## src/hlc_cfg.svh

```systemverilog
// Register indices, field positions, reset values and codes of the HDLC link controller.
// Byte address of a register on the APB bus is four times its index.
`ifndef HLC_CFG_SVH
`define HLC_CFG_SVH

`define HLC_RX_MAP 9'h010
`define HLC_RX_SUP 9'h011
`define HLC_RX_BUF 9'h087
`define HLC_RX_LAT 9'h094
`define HLC_RX_MSK 9'h0A4
`define HLC_RX_LIVE 9'h0B4
`define HLC_RX_AVAIL 9'h0B5
`define HLC_RX_DATA 9'h0B6
`define HLC_TX_CTL1 9'h110
`define HLC_TX_SUP 9'h111
`define HLC_TX_CTL2 9'h113
`define HLC_TX_BUF 9'h187
`define HLC_TX_LAT 9'h191
`define HLC_TX_MSK 9'h1A1
`define HLC_TX_LIVE 9'h1B1
`define HLC_TX_SPACE 9'h1B3
`define HLC_TX_DATA 9'h1B4

`define HLC_CTL_RST 8'h00
`define HLC_RX_MARK_RST 7'h30
`define HLC_TX_MARK_RST 7'h10
`define HLC_BUF_FLUSH 7
`define HLC_TX1_EOM 2
`define HLC_RST_BIT 5
`define HLC_DEPTH 7'h40
`define HLC_SA_FIRST 3'h3
`define HLC_FLAG 8'h7E
`define HLC_ABORT 8'hFF
`define HLC_CRC_INIT 16'hFFFF
`define HLC_CRC_POLY 16'h8408
`define HLC_CRC_GOOD 16'hF0B8

`endif

```

## src/hlc_pkg.sv

```systemverilog
// Types shared by the HDLC link controller modules.
// Carrier codes sit in bits 6:5 of the mapping registers.
package hlc_pkg;
	typedef enum logic [1:0] {HLC_CAR_SLOT, HLC_CAR_SA, HLC_CAR_FDL} hlc_carrier_e;
	typedef enum logic [2:0] {HLC_TX_IDLE, HLC_TX_DATA, HLC_TX_FCS_LO, HLC_TX_FCS_HI, HLC_TX_ABORT} hlc_tx_e;
endpackage : hlc_pkg

```

## src/hlc_mem_if.sv

```systemverilog
// Port bundle between the controller and one byte buffer memory.
// Words are nine bits: a byte plus a message-end tag.
`timescale 1ns/1ps
interface hlc_mem_if;
	logic we;
	logic [5:0] waddr;
	logic [5:0] raddr;
	logic [8:0] wdata;
	logic [8:0] rdata;
	modport ctl(output we, waddr, raddr, wdata, input rdata);
	modport mem(input we, waddr, raddr, wdata, output rdata);
endinterface : hlc_mem_if

```

## src/hlc_mem.sv

```systemverilog
// 64 x 9 buffer memory with registered read data.
// Assumes one clock; a write to the address being read is passed straight through.
`timescale 1ns/1ps
module hlc_mem (
	// Clock
	input wire logic pclk,
	// Access port
	hlc_mem_if.mem m
);
	logic [8:0] store [0:63];

	// Write port
	always_ff @(posedge pclk) begin
		if (m.we) begin
			store[m.waddr] <= m.wdata;
		end
	end

	// Read port, bypassed so a fresh byte is never missed
	always_ff @(posedge pclk) begin
		m.rdata <= (m.we && m.waddr == m.raddr) ? m.wdata : store[m.raddr];
	end
endmodule : hlc_mem

```

## src/hlc_crc16.sv

```systemverilog
// One bit step of the reflected 16-bit frame check sequence.
// Pure logic; the caller holds the running value.
`timescale 1ns/1ps
`include "hlc_cfg.svh"
module hlc_crc16 (
	// Running value and next bit
	input wire logic [15:0] crc_in,
	input wire logic bit_in,
	// Updated value
	output logic [15:0] crc_out
);
	// Shift right, fold in polynomial on feedback
	assign crc_out = {1'b0, crc_in[15:1]} ^ ((crc_in[0] ^ bit_in) ? `HLC_CRC_POLY : 16'h0000);
endmodule : hlc_crc16

```

## src/hlc_link_ctrl.sv

```systemverilog
// HDLC link controller: APB registers, 64-byte buffers each way, bit-level framing.
// Assumes link_strobe pulses once per framer bit, at least four pclk cycles apart.
//
// Operation
// RULE_01 - Carrier is one time slot, E1 Sa4 to Sa8 bits, or T1 data link.
// RULE_02 - In slot mode only unsuppressed bit positions carry data; others ignored or unused.
// RULE_03 - Each direction owns its own 64-byte first-in first-out buffer.
// RULE_04 - Transmit adds flags, checksum, aborts; receive detects flags, aborts, checks checksum.
// RULE_05 - Zero inserted after five ones on transmit, removed on receive; flags align bytes.
// RULE_06 - Receive and transmit buffer control registers set the watermark levels.
// RULE_07 - Receive live bit 1 is high while receive fill exceeds the high watermark.
// RULE_08 - Transmit low-mark live bit is high while fill below mark; may interrupt.
// RULE_09 - Receive overrun drops the packet, empties the buffer, flags live and latched bit 5.
// RULE_10 - Low seven bits of bytes-available give readable bytes up to message end.
// RULE_11 - Bytes-available top bit is 1 when counted bytes do not finish a message.
// RULE_12 - Host checks status for message end after reading the counted bytes.
// RULE_13 - Latched bits hold until written with 1; zeros and live bits ignore writes.
// RULE_14 - A cleared latched bit sets again only on a new event, not persistence.
// RULE_15 - Live status bits follow the present condition without memory.
// RULE_16 - Host reads status then writes ones only where it wants bits cleared.
// RULE_17 - Every latched event has its own interrupt mask bit.
// RULE_18 - Unmasked event drives interrupt low; released once host reads the causing bit.
// RULE_19 - Transmit space register shows live free bytes in the transmit buffer.
// RULE_20 - Transmit space value is held steady through the whole read cycle.
// RULE_21 - Flag pattern 01111110 and 16-bit frame check sequence are used.
`timescale 1ns/1ps
`include "hlc_cfg.svh"
module hlc_link_ctrl (
	// Clock and reset
	input wire logic pclk,
	input wire logic presetn,
	// APB slave
	input wire logic psel,
	input wire logic penable,
	input wire logic pwrite,
	input wire logic [10:0] paddr,
	input wire logic [31:0] pwdata,
	output logic [31:0] prdata,
	output logic pready,
	output logic pslverr,
	// Framer bit position, shared by both directions, and the receive bit
	input wire logic link_strobe,
	input wire logic [4:0] link_slot,
	input wire logic [2:0] link_bit_pos,
	input wire logic link_sa_frame,
	input wire logic link_fdl,
	input wire logic link_rx_bit,
	// Transmit bit toward the framer
	output logic link_tx_bit,
	output logic link_tx_used,
	// Interrupt
	output logic interrupt_out_n
);
	logic [7:0] rx_map, rx_sup, tx_ctl1, tx_sup, tx_ctl2;
	logic [6:0] rx_mark, tx_mark;
	logic [7:0] rx_lat, rx_msk, rx_ack, tx_lat, tx_msk, tx_ack;
	logic [6:0] rx_wr, rx_rd, tx_wr, tx_rd;
	logic [63:0] rx_tag;
	logic rx_push, rx_tag_end, rx_high_d, tx_low_d;
	logic [7:0] rx_push_byte;
	logic ev_start, ev_end, ev_abort, ev_crc, ev_ovr, ev_undr, ev_tend;
	logic [7:0] rd_val;
	logic rd_ok;

	hlc_mem_if rxm();
	hlc_mem_if txm();
	hlc_mem u_rx_mem (.pclk(pclk), .m(rxm.mem));
	hlc_mem u_tx_mem (.pclk(pclk), .m(txm.mem));

	// Carrier and bit-position selection, same for both directions
	function automatic logic hlc_bit_used(input logic [7:0] map, input logic [7:0] sup, input logic [4:0] slot,
		input logic [2:0] pos, input logic sa_frame, input logic fdl);
		logic r;
		r = 1'b0;
		case (hlc_pkg::hlc_carrier_e'(map[6:5]))
			hlc_pkg::HLC_CAR_SLOT: r = (slot == map[4:0]) && !sup[pos]; // RULE_01 RULE_02
			hlc_pkg::HLC_CAR_SA: r = (slot == 5'h00) && sa_frame && (pos >= `HLC_SA_FIRST) && !sup[pos]; // RULE_01
			hlc_pkg::HLC_CAR_FDL: r = fdl; // RULE_01
			default: r = 1'b0;
		endcase
		return r;
	endfunction : hlc_bit_used

	// Latched status next value; a new event wins over a host clear
	function automatic logic [7:0] hlc_latch(input logic [7:0] lat, input logic [7:0] clr, input logic [7:0] ev);
		return (lat & ~clr) | ev;
	endfunction : hlc_latch

	// Bytes readable before the first message end, top bit for an open message
	function automatic logic [7:0] hlc_avail(input logic [63:0] tag, input logic [5:0] rd, input logic [6:0] fill);
		logic [7:0] r;
		logic found;
		logic [5:0] p;
		r = {1'b1, fill}; // RULE_11
		found = 1'b0;
		for (int i = 0; i < 64; i++) begin
			p = rd + 6'(i);
			if (!found && 7'(i) < fill && tag[p]) begin
				found = 1'b1;
				r = {1'b0, 7'(i + 1)}; // RULE_10
			end
		end
		if (fill == 7'h00) begin
			r = 8'h00;
		end
		return r;
	endfunction : hlc_avail

	wire setup = psel & ~penable;
	wire access = psel & penable & pready;
	wire [8:0] idx = paddr[10:2];
	wire wr = access & pwrite;
	wire rd = access & ~pwrite;
	wire rx_sel = link_strobe & hlc_bit_used(rx_map, rx_sup, link_slot, link_bit_pos, link_sa_frame, link_fdl);
	wire tx_sel = link_strobe & hlc_bit_used(tx_ctl2, tx_sup, link_slot, link_bit_pos, link_sa_frame, link_fdl);

	// Buffer fill levels and derived live conditions
	wire [6:0] rx_fill = rx_wr - rx_rd;
	wire [6:0] tx_fill = tx_wr - tx_rd;
	wire [6:0] tx_space = `HLC_DEPTH - tx_fill; // RULE_19
	wire rx_high = rx_fill > rx_mark; // RULE_07
	wire tx_low = tx_fill < tx_mark; // RULE_08
	wire rx_full = rx_fill == `HLC_DEPTH;
	wire rx_ovr_now = rx_push & rx_full;
	wire rx_pop = rd && idx == `HLC_RX_DATA && rx_fill != 7'h00;
	wire tx_push = wr && idx == `HLC_TX_DATA && tx_fill != `HLC_DEPTH;
	wire rx_flush = wr && idx == `HLC_RX_BUF && pwdata[`HLC_BUF_FLUSH];
	wire tx_flush = wr && idx == `HLC_TX_BUF && pwdata[`HLC_BUF_FLUSH];
	logic tx_pop;
	logic rx_drop;
	wire [7:0] rx_live = {2'b00, rx_drop, 3'b000, rx_high, 1'b0}; // RULE_15 RULE_09
	wire [7:0] tx_live = {7'h00, tx_low}; // RULE_15
	wire [7:0] rx_ev = {2'b00, ev_ovr, ev_crc, ev_abort, ev_end, rx_high & ~rx_high_d, ev_start};
	wire [7:0] tx_ev = {5'h00, ev_tend, ev_undr, tx_low & ~tx_low_d};

	// Memory ports; read address looks one pop ahead
	assign rxm.we = rx_push & ~rx_full;
	assign rxm.waddr = rx_wr[5:0];
	assign rxm.wdata = {1'b0, rx_push_byte};
	assign rxm.raddr = rx_rd[5:0] + {5'h00, rx_pop};
	assign txm.we = tx_push;
	assign txm.waddr = tx_wr[5:0];
	assign txm.wdata = {tx_ctl1[`HLC_TX1_EOM], pwdata[7:0]};
	assign txm.raddr = tx_rd[5:0] + {5'h00, tx_pop};

	// Read mux; live values are sampled at setup and held through access
	always_comb begin
		rd_ok = 1'b1;
		case (idx)
			`HLC_RX_MAP: rd_val = rx_map;
			`HLC_RX_SUP: rd_val = rx_sup;
			`HLC_RX_BUF: rd_val = {1'b0, rx_mark};
			`HLC_RX_LAT: rd_val = rx_lat;
			`HLC_RX_MSK: rd_val = rx_msk;
			`HLC_RX_LIVE: rd_val = rx_live;
			`HLC_RX_AVAIL: rd_val = hlc_avail(rx_tag, rx_rd[5:0], rx_fill);
			`HLC_RX_DATA: rd_val = (rx_fill != 7'h00) ? rxm.rdata[7:0] : 8'h00;
			`HLC_TX_CTL1: rd_val = tx_ctl1;
			`HLC_TX_SUP: rd_val = tx_sup;
			`HLC_TX_CTL2: rd_val = tx_ctl2;
			`HLC_TX_BUF: rd_val = {1'b0, tx_mark};
			`HLC_TX_LAT: rd_val = tx_lat;
			`HLC_TX_MSK: rd_val = tx_msk;
			`HLC_TX_LIVE: rd_val = tx_live;
			`HLC_TX_SPACE: rd_val = {1'b0, tx_space};
			`HLC_TX_DATA: rd_val = 8'h00;
			default: begin
				rd_val = 8'h00;
				rd_ok = 1'b0;
			end
		endcase
	end

	// APB answer: one wait-free access cycle after every setup
	always_ff @(posedge pclk or negedge presetn) begin
		if (!presetn) begin
			pready <= 1'b0;
			pslverr <= 1'b0;
			prdata <= 32'h00000000;
		end else if (setup) begin
			pready <= 1'b1;
			pslverr <= ~rd_ok;
			prdata <= pwrite ? 32'h00000000 : {24'h000000, rd_val}; // RULE_20
		end else begin
			pready <= 1'b0;
			pslverr <= 1'b0;
		end
	end

	// Control registers written by software
	always_ff @(posedge pclk or negedge presetn) begin
		if (!presetn) begin
			rx_map <= `HLC_CTL_RST;
			rx_sup <= `HLC_CTL_RST;
			tx_ctl1 <= `HLC_CTL_RST;
			tx_sup <= `HLC_CTL_RST;
			tx_ctl2 <= `HLC_CTL_RST;
			rx_mark <= `HLC_RX_MARK_RST;
			tx_mark <= `HLC_TX_MARK_RST;
			rx_msk <= `HLC_CTL_RST;
			tx_msk <= `HLC_CTL_RST;
		end else begin
			if (wr) begin
				case (idx)
					`HLC_RX_MAP: rx_map <= pwdata[7:0];
					`HLC_RX_SUP: rx_sup <= pwdata[7:0];
					`HLC_RX_BUF: rx_mark <= pwdata[6:0]; // RULE_06
					`HLC_RX_MSK: rx_msk <= pwdata[7:0]; // RULE_17
					`HLC_TX_CTL1: tx_ctl1 <= pwdata[7:0];
					`HLC_TX_SUP: tx_sup <= pwdata[7:0];
					`HLC_TX_CTL2: tx_ctl2 <= pwdata[7:0];
					`HLC_TX_BUF: tx_mark <= pwdata[6:0]; // RULE_06
					`HLC_TX_MSK: tx_msk <= pwdata[7:0]; // RULE_17
					default: ;
				endcase
			end
			if (tx_push) begin
				tx_ctl1[`HLC_TX1_EOM] <= 1'b0; // End mark rides on one byte only
			end
		end
	end

	// Latched status, read acknowledgement and interrupt pin
	always_ff @(posedge pclk or negedge presetn) begin
		if (!presetn) begin
			rx_lat <= 8'h00;
			tx_lat <= 8'h00;
			rx_ack <= 8'h00;
			tx_ack <= 8'h00;
			rx_high_d <= 1'b0;
			tx_low_d <= 1'b0;
			interrupt_out_n <= 1'b1;
		end else begin
			rx_high_d <= rx_high; // RULE_14
			tx_low_d <= tx_low; // RULE_14
			rx_lat <= hlc_latch(rx_lat, (wr && idx == `HLC_RX_LAT) ? pwdata[7:0] : 8'h00, rx_ev); // RULE_13
			tx_lat <= hlc_latch(tx_lat, (wr && idx == `HLC_TX_LAT) ? pwdata[7:0] : 8'h00, tx_ev); // RULE_13
			rx_ack <= (rx_ack | ((rd && idx == `HLC_RX_LAT) ? rx_lat : 8'h00)) & ~rx_ev; // RULE_18
			tx_ack <= (tx_ack | ((rd && idx == `HLC_TX_LAT) ? tx_lat : 8'h00)) & ~tx_ev; // RULE_18
			interrupt_out_n <= ~(|(rx_lat & rx_msk & ~rx_ack) | |(tx_lat & tx_msk & ~tx_ack)); // RULE_18 RULE_08
		end
	end

	// Receive buffer pointers and message-end tags
	always_ff @(posedge pclk or negedge presetn) begin
		if (!presetn) begin
			rx_wr <= 7'h00;
			rx_rd <= 7'h00;
			rx_tag <= 64'h0000000000000000;
			ev_ovr <= 1'b0;
		end else begin
			ev_ovr <= rx_ovr_now; // RULE_09
			if (rx_flush || rx_ovr_now) begin
				rx_wr <= 7'h00; // RULE_09
				rx_rd <= 7'h00;
			end else begin
				if (rx_push) begin
					rx_wr <= rx_wr + 7'h01; // RULE_03
					rx_tag[rx_wr[5:0]] <= 1'b0;
				end
				if (rx_tag_end) begin
					rx_tag[rx_wr[5:0] - 6'h01] <= 1'b1;
				end
				if (rx_pop) begin
					rx_rd <= rx_rd + 7'h01;
				end
			end
		end
	end

	// Receive framing: destuffing, flags, aborts, byte assembly, checksum
	logic [2:0] r_ones, r_dv, r_bits;
	logic [6:0] r_dq;
	logic [7:0] r_byte, r_h0, r_h1;
	logic [1:0] r_hcnt;
	logic [15:0] r_crc, r_crc_nx;
	logic r_in_frame, r_has;
	hlc_crc16 u_rx_crc (.crc_in(r_crc), .bit_in(r_dq[6]), .crc_out(r_crc_nx));
	wire r_stuff = ~link_rx_bit && r_ones == 3'h5;
	wire r_flag = ~link_rx_bit && r_ones == 3'h6;
	wire r_abort = link_rx_bit && r_ones == 3'h6;
	wire r_commit = r_dv == 3'h7 && r_in_frame && !rx_drop;
	wire [7:0] r_next = {r_dq[6], r_byte[7:1]};
	always_ff @(posedge pclk or negedge presetn) begin
		if (!presetn) begin
			{r_ones, r_dv, r_bits, r_dq, r_byte, r_h0, r_h1, r_hcnt} <= '0;
			{r_in_frame, r_has, rx_drop, rx_push, rx_tag_end} <= '0;
			{ev_start, ev_end, ev_abort, ev_crc} <= '0;
			rx_push_byte <= 8'h00;
			r_crc <= `HLC_CRC_INIT;
		end else begin
			{rx_push, rx_tag_end, ev_start, ev_end, ev_abort, ev_crc} <= '0;
			if (rx_flush || rx_ovr_now) begin
				r_in_frame <= 1'b0; // Rest of the packet is dropped until a flag
				rx_drop <= rx_ovr_now; // RULE_09
				r_dv <= 3'h0;
			end else if (rx_sel) begin
				r_ones <= link_rx_bit ? ((r_ones == 3'h7) ? 3'h7 : r_ones + 3'h1) : 3'h0;
				if (r_flag) begin
					if (r_in_frame && r_has && !rx_drop) begin
						rx_tag_end <= 1'b1;
						ev_end <= 1'b1;
						ev_crc <= r_hcnt != 2'h2 || r_bits != 3'h0 || r_crc != `HLC_CRC_GOOD; // RULE_04 RULE_21
					end
					{r_in_frame, rx_drop, r_dv, r_bits, r_hcnt, r_has} <= {1'b1, 1'b0, 3'h0, 3'h0, 2'h0, 1'b0}; // RULE_05
					r_crc <= `HLC_CRC_INIT;
				end else if (r_abort) begin
					ev_abort <= r_in_frame && !rx_drop && (r_has || r_hcnt != 2'h0); // RULE_04
					rx_tag_end <= r_in_frame && !rx_drop && r_has;
					r_in_frame <= 1'b0;
					r_dv <= 3'h0;
				end else if (!r_stuff) begin
					r_dq <= {r_dq[5:0], link_rx_bit}; // RULE_05
					if (r_dv != 3'h7) begin
						r_dv <= r_dv + 3'h1;
					end
					if (r_commit) begin
						r_bits <= r_bits + 3'h1;
						r_crc <= r_crc_nx;
						r_byte <= r_next;
						if (r_bits == 3'h7) begin
							case (r_hcnt)
								2'h0: r_h0 <= r_next;
								2'h1: r_h1 <= r_next;
								default: begin
									rx_push <= 1'b1; // Last two bytes held back as checksum
									rx_push_byte <= r_h0;
									ev_start <= !r_has;
									r_has <= 1'b1;
									r_h0 <= r_h1;
									r_h1 <= r_next;
								end
							endcase
							if (r_hcnt != 2'h2) begin
								r_hcnt <= r_hcnt + 2'h1;
							end
						end
					end
				end
			end
		end
	end

	// Transmit buffer pointers
	always_ff @(posedge pclk or negedge presetn) begin
		if (!presetn) begin
			tx_wr <= 7'h00;
			tx_rd <= 7'h00;
		end else if (tx_flush) begin
			tx_wr <= 7'h00;
			tx_rd <= 7'h00;
		end else begin
			if (tx_push) begin
				tx_wr <= tx_wr + 7'h01; // RULE_03
			end
			if (tx_pop) begin
				tx_rd <= tx_rd + 7'h01;
			end
		end
	end

	// Transmit framing: flags, data, checksum, abort on underrun, zero stuffing
	hlc_pkg::hlc_tx_e t_st;
	logic [7:0] t_sh;
	logic [2:0] t_left, t_ones;
	logic [15:0] t_crc, t_crc_nx;
	logic t_stuff, t_eom;
	hlc_crc16 u_tx_crc (.crc_in(t_crc), .bit_in(t_sh[0]), .crc_out(t_crc_nx));
	wire t_have = tx_fill != 7'h00 && !tx_pop;
	always_ff @(posedge pclk or negedge presetn) begin
		if (!presetn) begin
			t_st <= hlc_pkg::HLC_TX_IDLE;
			t_sh <= `HLC_FLAG;
			{t_left, t_ones, t_stuff, t_eom, tx_pop, ev_undr, ev_tend} <= '0;
			t_left <= 3'h7;
			t_crc <= `HLC_CRC_INIT;
			link_tx_bit <= 1'b1;
			link_tx_used <= 1'b0;
		end else begin
			{tx_pop, ev_undr, ev_tend} <= '0;
			link_tx_used <= tx_sel; // RULE_02
			if (tx_sel && (t_stuff || t_left == 3'h7) && t_ones == 3'h5) begin // Also before a closing flag
				link_tx_bit <= 1'b0; // RULE_05
				t_ones <= 3'h0;
			end else if (tx_sel) begin
				link_tx_bit <= t_sh[0];
				t_ones <= t_sh[0] ? ((t_ones == 3'h7) ? 3'h7 : t_ones + 3'h1) : 3'h0;
				t_sh <= {1'b0, t_sh[7:1]};
				t_left <= t_left - 3'h1;
				if (t_st == hlc_pkg::HLC_TX_DATA) begin
					t_crc <= t_crc_nx;
				end
				if (t_left == 3'h0) begin
					t_left <= 3'h7;
					t_stuff <= 1'b1;
					case (t_st)
						hlc_pkg::HLC_TX_IDLE: begin
							if (t_have) begin
								t_sh <= txm.rdata[7:0];
								t_eom <= txm.rdata[8];
								tx_pop <= 1'b1;
								t_crc <= `HLC_CRC_INIT;
								t_st <= hlc_pkg::HLC_TX_DATA;
							end else begin
								t_sh <= `HLC_FLAG; // RULE_04 RULE_21
								t_stuff <= 1'b0;
							end
						end
						hlc_pkg::HLC_TX_DATA: begin
							if (t_eom) begin
								t_sh <= ~t_crc_nx[7:0]; // RULE_04
								t_st <= hlc_pkg::HLC_TX_FCS_LO;
							end else if (t_have) begin
								t_sh <= txm.rdata[7:0];
								t_eom <= txm.rdata[8];
								tx_pop <= 1'b1;
							end else begin
								t_sh <= `HLC_ABORT; // RULE_04
								t_stuff <= 1'b0;
								ev_undr <= 1'b1;
								t_st <= hlc_pkg::HLC_TX_ABORT;
							end
						end
						hlc_pkg::HLC_TX_FCS_LO: begin
							t_sh <= ~t_crc[15:8];
							t_st <= hlc_pkg::HLC_TX_FCS_HI;
						end
						hlc_pkg::HLC_TX_FCS_HI: begin
							t_sh <= `HLC_FLAG; // RULE_04
							t_stuff <= 1'b0;
							ev_tend <= 1'b1;
							t_st <= hlc_pkg::HLC_TX_IDLE;
						end
						default: begin
							t_sh <= `HLC_FLAG;
							t_stuff <= 1'b0;
							t_st <= hlc_pkg::HLC_TX_IDLE;
						end
					endcase
				end
			end
		end
	end
endmodule : hlc_link_ctrl

```

## config.mk

```make
export PLATFORM = sky130hd
export DESIGN_NAME = hlc_link_ctrl
export DESIGN_NICKNAME = d
export VERILOG_FILES = /design/src/hlc_pkg.sv /design/src/hlc_mem_if.sv /design/src/hlc_mem.sv /design/src/hlc_crc16.sv /design/src/hlc_link_ctrl.sv
export VERILOG_INCLUDE_DIRS = /design/src
export SDC_FILE = /design/constraint.sdc
export NUM_CORES = 2
export LEC_CHECK = 0
export ABC_AREA = 1
export BUFFER_PORTS_ARGS = -buffer_cell sky130_fd_sc_hd__buf_2
export CAP_MARGIN = 20
export CORE_AREA = 3 3 328 330
export CTS_BUF_LIST = sky130_fd_sc_hd__clkbuf_2 sky130_fd_sc_hd__clkbuf_4 sky130_fd_sc_hd__clkbuf_8
export CTS_CLUSTER_DIAMETER = 100
export DETAILED_ROUTE_END_ITERATION = 7
export DIE_AREA = 0 0 331 333
export PLACE_DENSITY = 0.81
export SLEW_MARGIN = 25
export SYNTH_ARGS = -nofsm -noshare
export SYNTH_HDL_FRONTEND = slang
export SYNTH_SLANG_ARGS = --single-unit
```

## constraint.sdc

```tcl
create_clock -name pclk -period 8.4 [get_ports pclk]
set_input_delay 0.84 -clock pclk [delete_from_list [all_inputs] [get_ports pclk]]
set_output_delay 0.84 -clock pclk [all_outputs]
set_load 0.1 [all_outputs]
```

==> reports/metrics.yaml <==
fillers: 7577
dp_slack_ns: 0.670
cts_tree: "done"
post-place-cells: 7949
postLayoutCellArea_um2: 73700
top_layer_used: "met5"
hold_path_class: "input pin to register"
slew-limit-headroom_pct: 25.1
hold_path_startpoint: "penable"
die_w_um: 331
fmax_mhz: 129
start_kind: "register"
drtIter0Drc: 7775
grt_pass1_vias: 50700
period_needed_ns: 7.74
cts_buffers: 215
netlist_top_cells_area: "edfxtp_1 48%, dfrtp_1 10%, nand2_1 6.5%"
synth_warnings: 0
leakage_nw: 28.4
cpMostUsedCell: "nor2_4"
synth_edf_count: 1088
num_rows: 119
drive_gt1_share_pct: 10.3
cts_sinks: 1422
start_util_pct: 64.7
wirelength_um: 199000
insertion_delay_ns: 0.91
cts.path.max_buffers: 3
htreeDepth: 4
nets: 6906
slowest_stage: "dfrtp_1"
grt_pass1_wl_um: 299000
ys_ff_latch: 1422
worstMarginPinSlew_ns: 1.12
multi_input_area_um2: 23400
avgViaCountPerCell: 6.48
antenna_found_initial: 4
setup_ws_ns: 0.659
drtPass1Iterations: 8
synth-async-reset-ratio_pct: 22.6
grt-ovfl-total: 0
status: "finished, violations left"
die_y_um: 333
hold_slack_ns: 0.253
critPathRequiredTime_ns: 9.16
postCtsSetupBuffers: 0
num_io_pins: 97
synth_seq_area_share_pct: 60.4
ant_nets: 0
fin_cells: 8349
gp_congestion: 1.06
critPathKind: "register to register"
finalSetupViolations: 0
die-area_um2: 110000
holdPathStages: 2
cp_max_fo: 11
place_area_um2: 69200
finalHoldViolations: 0
cp-end-kind: "register"
synth_cells: 6778
ys.flop_type: "edfxtp_1"
hpwl_um: 130000
fin_crit_sh_pct: 92.2
rrSetupSlack_ns: 0.66
maxCapViolCount: 0
io_buffer_count: 46
whs_endpoint: "pready"
power_density_nw_per_um2: 195
yosys.cell_types.count: 85
core-area_um2: 105000
num_vias: 54100
synth_top_area_share_pct: 48.1
wl_met1_um: 74100
r2r-start: "rx_wr[0]"
grt_usage_pct: 35.6
grt_start_max_net_pins: 187
drv_slew: 0
yosysTopAreaCell: "edfxtp_1"
route.met2.wl_um: 91400
failed_checks: "DRC"
rsz0062_at_grt: "false"
finalCoreUtilization_pct: 70.1
slowest_delay_ns: 0.51
wl_per_cell_um: 23.8
reg2regPathDepth: 50
root_buffer: "clkbuf_8"
power_mw: 14.4
setup-tns-final_ns: 0
areaGrowthSynthToFinish_pct: 8.43
cp.arrival_ns: 8.50
wl_met3_um: 22400
reg2reg_to: "prdata[3]"
syn_area_um2: 68000
vdd_ir_drop_max_uv: 250
cts.clk_slew.worst_paths_ns: 0.06
syn_area_per_cell_um2: 10.0
skew_ns: 0.0640
seqCellArea_um2: 41100
route.detailed.drc: 2
## cell usage in the layout (no fill, tap or decap), drive strengths merged, types with 39 or more instances in the layout
master  Yosys  final
ha         68     68
nand2    1203   1203
o21ai     710    710
o22ai      86     86
o221ai    123    123
xor2       61     61
buf       101    131
a21oi     310    310
dfstp      46     46
nand3     610    610
clkbuf    273    322
a31oi      39     39
nor3      140    140
clkinv     15     74
edfxtp   1088   1088
inv       535    541
dfrtp     276    276
a221oi     75     75
a32o       62     62
o211ai     40     40
nor2      652    652
nand4      51     51
## cell usage after synthesis (15+ instances only)
| cell | n |
|---|---|
| o21ai_0 | 693 |
| a31oi_1 | 39 |
| buf_2 | 16 |
| o22ai_1 | 86 |
| a221oi_1 | 75 |
| nor3_1 | 138 |
| buf_4 | 39 |
| clkbuf_1 | 273 |
| inv_2 | 21 |
| dfrtp_1 | 276 |
| nand4_1 | 38 |
| edfxtp_1 | 1088 |
| clkinv_1 | 15 |
| or2_2 | 17 |
| dfstp_2 | 46 |
| o32ai_1 | 36 |
| nand2_2 | 23 |
| nand2_1 | 1179 |
| inv_1 | 510 |
| a21oi_1 | 308 |
| xor2_1 | 58 |
| buf_1 | 31 |
| o211ai_1 | 39 |
| o31ai_1 | 20 |
| nor2_1 | 630 |
| nand3_1 | 599 |
| o221ai_1 | 123 |
| a32o_1 | 62 |
| ha_1 | 68 |
## report_power, final
| group | switching (mW) | internal [mW] |
|---|---|---|
| Combinational | 0.686 | 0.248 |
| Clock | 2.66 | 3.14 |
| Sequential | 0.0553 | 7.60 |
## state kept, by name (all words and copies together), names as in the netlist, 16 cells and up, named ones only
name / flops
r_crc: 16
t_crc: 16
u_rx_mem.store: 512
rx_tag: 64
u_tx_mem.store: 576
## worst max-delay path by stage
stage	startpoint	slack [ns]	cells past startpoint	end
after CTS	rx_wr[0]	0.66	53	prdata[3]
final	rx_wr[0]	0.66	50	prdata[3]
after floorplan	rx_rd[2]	1.79	54	prdata[3]
after detailed placement	rx_wr[0]	0.67	53	prdata[3]
after global routing	rx_wr[0]	0.06	50	prdata[3]
after global placement	rx_wr[0]	0.99	53	prdata[3]
## logic make-up (layout without fill, tap and decap cells)
kind of cell               after synthesis  in the layout  synth area share, %
DFF                                   1422           1422                 60.4
adders and majority gates               70             70                 1.31
muxes                                    6              6               0.0884
and+or+nand+nor                       2704           2704                 17.4
buffers and inverters                  924           1080                 5.55
other                                    1             25              0.00552
xor gates and xnor gates                71             71                0.970
AOI/OAI and AO/OA                     1580           1580                 14.3
## final cells by class
cell class | count | share of cell area (%)
Multi-Input combinational cell | 4455 | 31.7
Clock buffer | 322 | 5.25
Sequential cell | 1422 | 55.7
Tap cell | 1391 | 2.36
Inverter | 550 | 2.86
Antenna cell | 1 | 0.00340
Clock inverter | 76 | 0.764
Timing Repair Buffer | 132 | 1.29
## what timing repair did
item / 4_1_cts / 5_1_grt
setup endpoints to repair: 0 / 2
hold endpoints to repair: 30 / 0
hold buffers: 1 / 0
resized for setup: 0 / 2
## worst max-delay path, delay by kind of cell (launching register included)
family | cells | cell delay [ns]
and+or+nand+nor | 42 | 5.29
buffers and inverters | 5 | 1.14
DFF | 1 | 0.51
adders and majority gates | 2 | 0.48
AOI/OAI and AO/OA | 1 | 0.17
## metal layers
metal	vias to the layer above	track usage [%]
li1	24200	-
met1	25800	48.0
met2	3431	55.4
met3	612	7.47
met4	6	17.7
met5	-	0
No activity file was read; power rests on OpenSTA's default activity.
